$ cat src/rtl/tbc_pkg.sv
package tbc_pkg;

  // register byte addresses
  localparam logic [7:0] ADDR_CTRL = 8'h00;
  localparam logic [7:0] ADDR_MODE = 8'h04;
  localparam logic [7:0] ADDR_DATA = 8'h08;

  // control register fields
  localparam int CTRL_START_BIT = 0;

  // mode register fields
  localparam int MODE_SEL_LSB = 0;
  localparam int EDGE_LSB     = 2;
  localparam int SRC_BIT      = 4;
  localparam int OVF_BIT      = 5;
  localparam int CLK_LSB      = 6;
  localparam logic [7:0] MODE_WMASK = 8'hdf;

  // operating modes
  localparam logic [1:0] MD_TIMER = 2'h0;
  localparam logic [1:0] MD_EVENT = 2'h1;
  localparam logic [1:0] MD_MEAS  = 2'h2;

  // edge select: event edges, or period (rise/fall) and width (both)
  localparam logic [1:0] EDG_RISE = 2'h0;
  localparam logic [1:0] EDG_FALL = 2'h1;
  localparam logic [1:0] EDG_BOTH = 2'h2;

  // count clock select
  localparam logic [1:0] CK_DIV1   = 2'h0;
  localparam logic [1:0] CK_DIV8   = 2'h1;
  localparam logic [1:0] CK_DIV32  = 2'h2;
  localparam logic [1:0] CK_SUB32  = 2'h3;
  localparam logic [4:0] PRE8_LAST  = 5'h07;
  localparam logic [4:0] PRE32_LAST = 5'h1f;

  localparam logic [15:0] CNT_ZERO = 16'h0000;
  localparam logic [15:0] CNT_MAX  = 16'hffff;

  // axi responses
  localparam logic [1:0] RESP_OKAY   = 2'h0;
  localparam logic [1:0] RESP_SLVERR = 2'h2;

  typedef struct packed {
    logic [15:0] cnt;
    logic [15:0] rld;
    logic        start;
    logic [7:0]  mode;
    logic        ovf;
    logic        armed;
    logic        pin_d;
    logic [4:0]  pre;
    logic [4:0]  sub;
    logic        irq;
    logic        aw_got;
    logic        w_got;
    logic [7:0]  awaddr;
    logic [31:0] wdata;
    logic [3:0]  wstrb;
    logic        bvalid;
    logic [1:0]  bresp;
    logic        rvalid;
    logic [31:0] rdata;
    logic [1:0]  rresp;
  } tbc_st_t;

  localparam tbc_st_t ST_RST = '0;

endpackage

$ cat src/rtl/tbc_channel.sv
// Overview of operation
// - mode register bits 1:0 pick timer, event counter or measurement
// - timer mode counts clock divided by 1, 8, 32 or subclock divided by 32
// - timer and event modes count down, reload and request interrupt on underflow
// - underflow every set value plus one count periods
// - counting only while the start flag is 1
// - timer mode data read returns the live counter
// - data write while stopped loads reload register and counter
// - data write while counting loads reload register only
// - event mode counts pin edges or another timer's overflow
// - event edge selectable rising, falling or both
// - event mode data read returns the counter
// - measurement mode counts up on prescaled clock
// - valid edge copies counter to reload register and clears counter
// - each valid edge requests interrupt except the first after start
// - measurement overflow requests interrupt and sets overflow flag
// - mode register write while started clears overflow flag
// - measurement data read returns the reload register
// - measurement result undefined until second valid edge after start
// - measurement mode ignores data writes
`timescale 1ns/1ps
`default_nettype none

module tbc_channel
  import tbc_pkg::*;
(
  input  wire logic        sys_clk,
  input  wire logic        rst_b,
  input  wire logic        pulse_input_pin,
  input  wire logic        ext_ovf_in,
  input  wire logic        subclk_tick,
  output logic             irq_req,
  input  wire logic [7:0]  s_axi_awaddr,
  input  wire logic        s_axi_awvalid,
  output logic             s_axi_awready,
  input  wire logic [31:0] s_axi_wdata,
  input  wire logic [3:0]  s_axi_wstrb,
  input  wire logic        s_axi_wvalid,
  output logic             s_axi_wready,
  output logic [1:0]       s_axi_bresp,
  output logic             s_axi_bvalid,
  input  wire logic        s_axi_bready,
  input  wire logic [7:0]  s_axi_araddr,
  input  wire logic        s_axi_arvalid,
  output logic             s_axi_arready,
  output logic [31:0]      s_axi_rdata,
  output logic [1:0]       s_axi_rresp,
  output logic             s_axi_rvalid,
  input  wire logic        s_axi_rready
);

  ////////////////////////////////////////////////////////////////////////
  // functions

  function automatic logic [31:0] merge(input logic [31:0] old_v,
                                        input logic [31:0] new_v,
                                        input logic [3:0]  strb);
    logic [31:0] res;
    res = old_v;
    for (int i = 0; i < 4; i++) begin
      if (strb[i]) begin
        res[i*8 +: 8] = new_v[i*8 +: 8];
      end
    end
    return res;
  endfunction

  function automatic logic edge_hit(input logic [1:0] sel,
                                    input logic       now_v,
                                    input logic       prev_v);
    logic res;
    res = 1'b0;
    case (sel)
      EDG_RISE: res = now_v & ~prev_v;
      EDG_FALL: res = ~now_v & prev_v;
      EDG_BOTH: res = now_v ^ prev_v;
      default:  res = 1'b0;
    endcase
    return res;
  endfunction

  ////////////////////////////////////////////////////////////////////////
  // reset release

  logic [1:0] rst_sync_r;
  logic       rst_sync_b;

  always_ff @(posedge sys_clk or negedge rst_b) begin
    if (!rst_b) begin
      rst_sync_r <= 2'h0;
    end else begin
      rst_sync_r <= {rst_sync_r[0], 1'b1};
    end
  end

  assign rst_sync_b = rst_sync_r[1];

  ////////////////////////////////////////////////////////////////////////
  // state and decode

  tbc_st_t     st_r;
  tbc_st_t     st_nxt;
  logic [1:0]  md;
  logic [1:0]  esel;
  logic [1:0]  csel;
  logic        tick;
  logic        ev;
  logic        dn_en;
  logic        meas_edge;
  logic        meas_tick;
  logic        wr_go;
  logic        wr_ctrl;
  logic        wr_mode;
  logic        wr_data;
  logic        rd_go;
  logic [31:0] wr_val;
  logic [7:0]  mode_rd;
  logic [31:0] mode_mrg;
  logic [31:0] rld_mrg;
  logic [31:0] cnt_mrg;

  // mode select
  // mode field decode
  assign md   = st_r.mode[MODE_SEL_LSB +: 2];
  assign esel = st_r.mode[EDGE_LSB +: 2];
  assign csel = st_r.mode[CLK_LSB +: 2];

  always_comb begin
    case (csel)
      CK_DIV1:  tick = 1'b1;
      CK_DIV8:  tick = (st_r.pre[2:0] == PRE8_LAST[2:0]);
      CK_DIV32: tick = (st_r.pre == PRE32_LAST);
      default:  tick = subclk_tick & (st_r.sub == PRE32_LAST);
    endcase
  end

  assign ev = st_r.mode[SRC_BIT] ? ext_ovf_in
                                 : edge_hit(esel, pulse_input_pin, st_r.pin_d);

  assign dn_en = st_r.start &
                 (((md == MD_TIMER) & tick) | ((md == MD_EVENT) & ev));

  assign meas_edge = st_r.start & (md == MD_MEAS) &
                     edge_hit(esel, pulse_input_pin, st_r.pin_d);
  assign meas_tick = st_r.start & (md == MD_MEAS) & tick;

  assign wr_go   = st_r.aw_got & st_r.w_got & ~st_r.bvalid;
  assign wr_ctrl = wr_go & (st_r.awaddr == ADDR_CTRL);
  assign wr_mode = wr_go & (st_r.awaddr == ADDR_MODE);
  assign wr_data = wr_go & (st_r.awaddr == ADDR_DATA);
  assign wr_val  = st_r.wdata;
  assign rd_go   = s_axi_arvalid & s_axi_arready;
  assign mode_rd = {st_r.mode[7:6], st_r.ovf, st_r.mode[4:0]};
  assign mode_mrg = merge({24'h0, st_r.mode}, wr_val, st_r.wstrb);
  assign rld_mrg  = merge({16'h0, st_r.rld}, wr_val, st_r.wstrb);
  assign cnt_mrg  = merge({16'h0, st_r.cnt}, wr_val, st_r.wstrb);

  ////////////////////////////////////////////////////////////////////////
  // next state

  always_comb begin
    st_nxt     = st_r;
    st_nxt.irq = 1'b0;
    st_nxt.pin_d = pulse_input_pin;
    st_nxt.pre = st_r.pre + 5'h01;
    if (subclk_tick) begin
      st_nxt.sub = st_r.sub + 5'h01;
    end

    // write channels
    if (s_axi_awvalid & s_axi_awready) begin
      st_nxt.aw_got = 1'b1;
      st_nxt.awaddr = s_axi_awaddr;
    end
    if (s_axi_wvalid & s_axi_wready) begin
      st_nxt.w_got = 1'b1;
      st_nxt.wdata = s_axi_wdata;
      st_nxt.wstrb = s_axi_wstrb;
    end
    if (s_axi_bvalid & s_axi_bready) begin
      st_nxt.bvalid = 1'b0;
    end
    if (wr_go) begin
      st_nxt.aw_got = 1'b0;
      st_nxt.w_got  = 1'b0;
      st_nxt.bvalid = 1'b1;
      st_nxt.bresp  = (wr_ctrl | wr_mode | wr_data) ? RESP_OKAY : RESP_SLVERR;
    end

    if (wr_ctrl & st_r.wstrb[0]) begin
      st_nxt.start = wr_val[CTRL_START_BIT];
      if (wr_val[CTRL_START_BIT] & ~st_r.start) begin
        st_nxt.armed = 1'b0;
      end
    end
    if (wr_mode) begin
      st_nxt.mode = mode_mrg[7:0] & MODE_WMASK;
      // overflow flag cleared by mode write while started
      if (st_r.start) begin
        st_nxt.ovf = 1'b0;
      end
    end
    if (wr_data & (md != MD_MEAS)) begin
      // reload register always takes the write
      st_nxt.rld = rld_mrg[15:0];
      if (~st_r.start) begin
        st_nxt.cnt = cnt_mrg[15:0];
      end
    end

    // down count with reload on underflow
    if (dn_en) begin
      if (st_r.cnt == CNT_ZERO) begin
        st_nxt.cnt = st_r.rld;
        st_nxt.irq = 1'b1;
      end else begin
        st_nxt.cnt = st_r.cnt - 16'h0001;
      end
    end

    if (meas_edge) begin
      st_nxt.rld   = st_r.cnt;
      st_nxt.cnt   = CNT_ZERO;
      st_nxt.armed = 1'b1;
      st_nxt.irq   = st_r.armed;
    end else if (meas_tick) begin
      st_nxt.cnt = st_r.cnt + 16'h0001;
      if (st_r.cnt == CNT_MAX) begin
        st_nxt.ovf = 1'b1;
        st_nxt.irq = 1'b1;
      end
    end

    // read channel
    if (s_axi_rvalid & s_axi_rready) begin
      st_nxt.rvalid = 1'b0;
    end
    if (rd_go) begin
      st_nxt.rvalid = 1'b1;
      st_nxt.rresp  = RESP_OKAY;
      if (s_axi_araddr == ADDR_CTRL) begin
        st_nxt.rdata = {31'h0, st_r.start};
      end else if (s_axi_araddr == ADDR_MODE) begin
        st_nxt.rdata = {24'h0, mode_rd};
      end else if (s_axi_araddr == ADDR_DATA) begin
        st_nxt.rdata = {16'h0, (md == MD_MEAS) ? st_r.rld : st_r.cnt};
      end else begin
        st_nxt.rdata = 32'h0;
        st_nxt.rresp = RESP_SLVERR;
      end
    end
  end

  always_ff @(posedge sys_clk or negedge rst_sync_b) begin
    if (!rst_sync_b) begin
      st_r <= ST_RST;
    end else begin
      st_r <= st_nxt;
    end
  end

  ////////////////////////////////////////////////////////////////////////
  // outputs

  assign irq_req       = st_r.irq;
  assign s_axi_awready = ~st_r.aw_got & ~st_r.bvalid;
  assign s_axi_wready  = ~st_r.w_got & ~st_r.bvalid;
  assign s_axi_bvalid  = st_r.bvalid;
  assign s_axi_bresp   = st_r.bresp;
  assign s_axi_arready = ~st_r.rvalid;
  assign s_axi_rvalid  = st_r.rvalid;
  assign s_axi_rdata   = st_r.rdata;
  assign s_axi_rresp   = st_r.rresp;
endmodule

`default_nettype wire

$ cat config.mk
export PLATFORM = sky130hd
export DESIGN_NAME = tbc_channel
export DESIGN_NICKNAME = d
export VERILOG_FILES = /design/src/rtl/tbc_pkg.sv /design/src/rtl/tbc_channel.sv
export SDC_FILE = /design/constraint.sdc
export NUM_CORES = 1
export LEC_CHECK = 0
export CELL_PAD_IN_SITES_DETAIL_PLACEMENT = 1
export CELL_PAD_IN_SITES_GLOBAL_PLACEMENT = 2
export CORE_ASPECT_RATIO = 1.1
export CORE_MARGIN = 2
export CORE_UTILIZATION = 40
export CTS_BUF_LIST = sky130_fd_sc_hd__clkbuf_16
export DETAILED_ROUTE_END_ITERATION = 12
export DONT_BUFFER_PORTS = 1
export GPL_ROUTABILITY_DRIVEN = 0
export PLACE_DENSITY = 0.79
export SLEW_MARGIN = 20
export SYNTH_ARGS = -nofsm -noshare
export SYNTH_HDL_FRONTEND = slang
export SYNTH_SLANG_ARGS = --single-unit
export TNS_END_PERCENT = 5
$ cat constraint.sdc
create_clock -name sys_clk -period 4.5 [get_ports sys_clk]
set_clock_uncertainty 0.15 [all_clocks]
set_input_delay 0.225 -clock sys_clk [delete_from_list [all_inputs] [get_ports sys_clk]]
set_output_delay 0.225 -clock sys_clk [all_outputs]
set_load 0.05 [all_outputs]
==> summary.md <==
| Metric | Value |
|---|---|
| Starting Density | `40.5%` |
| CP required | `4.61 ns` |
| Crit path launch type | `flip-flop` |
| Die Y | `133 um` |
| Multi-input logic area | `0.00304 mm2` |
| 1st-iter DRT viols | `260` |
| Min-delay worst type | `input pin to flip-flop` |
| Setup TNS | `0 ns` |
| Clock Sinks | `104` |
| Rows | `47` |
| Clock period minus final worst setup slack | `3.45 ns` |
| First-pass GRT wire length | `28,800 um` |
| Final Hold Viols | `0` |
| Detailed Routing Iterations Pass 1 | `4` |
| Outcome | `completed` |
| Hold_sp | `s_axi_araddr[2]` |
| Slew Limit Fails | `0` |
| Slowest Stage Delay on Critical Path | `1.00 ns` |
| Crit path kind | `flip-flop to flip-flop` |
| Leakage power | `2.67 nW` |
| Final Setup Violations | `0` |
| Worst-path cell chain | `ha_1 -> and3_1 -> ha_1 -> nand3_1 -> a311oi_1 -> nand2_2 -> a22oi_1 -> o21ai_0 -> a211oi_1` |
| Ant. Diodes | `0` |
| Drt drc | `0` |
| Initial antenna violation count | `0` |
| Clock root buffer | `clkbuf_16` |
| Die width | `121 um` |
| Total gr overflow | `0` |
| Area taken by flip-flops and latches | `0.00261 mm2` |
| CP startpoint | `st_r[85]` |
| I/O pins | `104` |
| Fraction of the mapped netlist area in simple logic gates | `17.4%` |
| RSZ-0062 raised after global routing | `false` |
| Adder-Cell Fraction of Synth Area | `2.07%` |
| Clock tree buffer depth | `2` |
| Pwr Density | `498 mW/mm2` |
| R2R depth | `9` |
| Full die area | `0.0161 mm2` |
| Syn. warnings | `0` |
| Via density | `5.78` |
| Crit-path leading delay family | `compound AO/OA/AOI/OAI gates` |
| CTS H-tree lvls | `3` |
| Final Non-Filler Cells | `830` |
| Worst-Margin Slew | `1.13 ns` |
| Total CTS buffers | `9` |
| # fillers | `1,706` |
| Worst-path clk slew | `0.07 ns` |
| Mux contribution to synthesized area | `11.2%` |
| Placed insts | `780` |
| Area growth, synth to finish | `9.94%` |
| Hold path depth | `3` |
| VDD IR max | `356 uV` |
| Port Buffers | `0` |
| Wire length per cell | `21.5 um` |
| Sequential area share after synthesis | `43.1%` |
| Skew-Pair Late Insertion Delay | `0.36 ns` |
| Core area | `0.0149 mm2` |
| Synth Area in Compound Gates | `15.9%` |
| Vias in the first global route | `5,203` |
| Hold WS | `0.0103 ns` |
| Largest family of logic cells by synthesized area | `simple AND/OR/NAND/NOR gates` |
| Worst-path fanout max | `10` |
| Mapped Cells | `627` |
| Tcrit/Tclk final | `76.6%` |
| Yosys cell types | `66` |
| Total wire length | `17,900 um` |
| Post-synth EDFFs | `0` |
| FF-to-FF Start | `st_r[85]` |
| Asr flop ratio synth | `100%` |
| All-Layer GR Usage | `23.1%` |
| Pwr Total | `0.00331 W` |
| Crit path capture type | `flip-flop` |
| CTS tree | `done` |
| Relative slew slack | `24.0%` |
| Xor/xnor share of the synthesized area | `2.32%` |
| Final core occ | `44.5%` |
| Fmax | `290 MHz` |
| Buf/Inv on CP | `0` |
| Mean post-synth cell area | `9.64 um2` |
| CP most frequent cell | `ha_1` |
| Largest net degree at the start of global routing | `72` |
| WP data arrival | `3.55 ns` |
| Final net count | `701` |
| Commonest register cell after synthesis | `dfrtp_1` |
| Detailed Place HPWL | `12,700 um` |
| Synthesized cell area | `0.00604 mm2` |
| Ratio of cells with drive above 1 in the final layout | `12.6%` |
| Detail Route Antenna Nets | `0` |
| Max Cap Viol | `0` |
| Via count | `4,799` |
| Yosys reg bits | `104` |
| Crit-path slowest cell | `a311oi_1` |
| WP depth | `9` |
[path summary, 6_finish.rpt]
check                            endpoint  slack [ns]
setup / recovery                st_r[137]        1.05
hold / removal             s_axi_rdata[0]        0.01
setup reg to reg                st_r[137]        1.05
hold reg to reg             rst_sync_r[1]        0.20
max in group asynchronous  s_axi_rdata[4]        2.88
min in group asynchronous       st_r[106]        0.34
[where the power goes]
group / switching, W / internal [W]
Combinational: 0.000491 / 0.000433
Sequential: 0.000440 / 0.00118
Clock: 0.000383 / 0.000384
[metal layers]
layer | vias up | part of all wire, % | GRT usage [%]
li1 | 2224 | - | -
met1 | 2420 | 44 | 31.4
met2 | 133 | 48 | 37.1
met3 | 22 | 5.9 | 3.97
met4 | 0 | 1.6 | 8.30
met5 | - | 0 | 0
[Yosys cell counts, types with 9 or more instances]
library cell,n,area [um2]
inv_1,17,63.8
dfrtp_1,104,2600
ha_1,10,125
nor3_1,19,95.1
nand2_1,68,255
nand3_1,21,105
mux2i_1,24,240
mux2_2,36,405
buf_4,37,278
a21oi_1,24,120
a211oi_1,9,67.6
o21ai_0,43,215
clkbuf_1,22,82.6
nor2_1,34,128
[worst reg2reg max path, stage by stage, from the launching register on]
cell	delay, ns
dfrtp_1	0.39
ha_1	0.18
and3_1	0.16
ha_1	0.14
nand3_1	0.14
a311oi_1	1.00
nand2_2	0.38
a22oi_1	0.37
o21ai_0	0.14
a211oi_1	0.30
[what timing repair did]
item	CTS	global route
hold buffers	34	0
endpoints found under the hold margin	37	0
setup buffers	0	0
gates resized for setup	0	0
[state kept, by name, summed over array words and instances (netlist names), 2 cells and up]
register / cells
md: 2
csel: 2
wr_val: 16
s_axi_rdata: 16
mode_rd: 2
esel: 2
st_r: 57
rst_sync_r: 2
[logic make-up (layout without fill, tap and decap cells)]
logic type | Yosys count | in the layout
xor gates and xnor gates | 16 | 16
AOI/OAI and AO/OA | 146 | 146
muxes | 62 | 62
DFF | 104 | 104
buffers and inverters | 86 | 76
other | 2 | 19
and+or+nand+nor | 201 | 201
adders and majority gates | 10 | 10
[metrics by stage]
stage                     worst slack (ns)  instance area (um2)
final                                 1.05                 6640
after global routing                 0.938                 6640
after CTS                             1.14                 6640
after detailed placement              1.19                 6020
after global placement                1.24                 6020
after floorplan                       1.24                 6110
[cell usage in the layout, fill, tap and decap left out, drive strengths merged, types with 19 or more instances in the layout]
master       netlist  layout
a21oi             24      24
conb               2      19
dfrtp            104     104
dlygate4sd3        0      34
inv               17      21
mux2              38      38
mux2i             24      24
nand2             71      71
nand3             21      21
nor2              34      34
nor3              19      19
o21ai             45      45
[cell type report]
cell class	instances	share of cell area, %
Clock inverter	7	0.866
Multi-Input combinational cell	454	45.7
Timing Repair Buffer	43	6.14
Tap cell	196	3.69
Clock buffer	9	3.39
Inverter	17	0.960
Sequential cell	104	39.2
No activity file was read; power rests on OpenSTA's default activity.
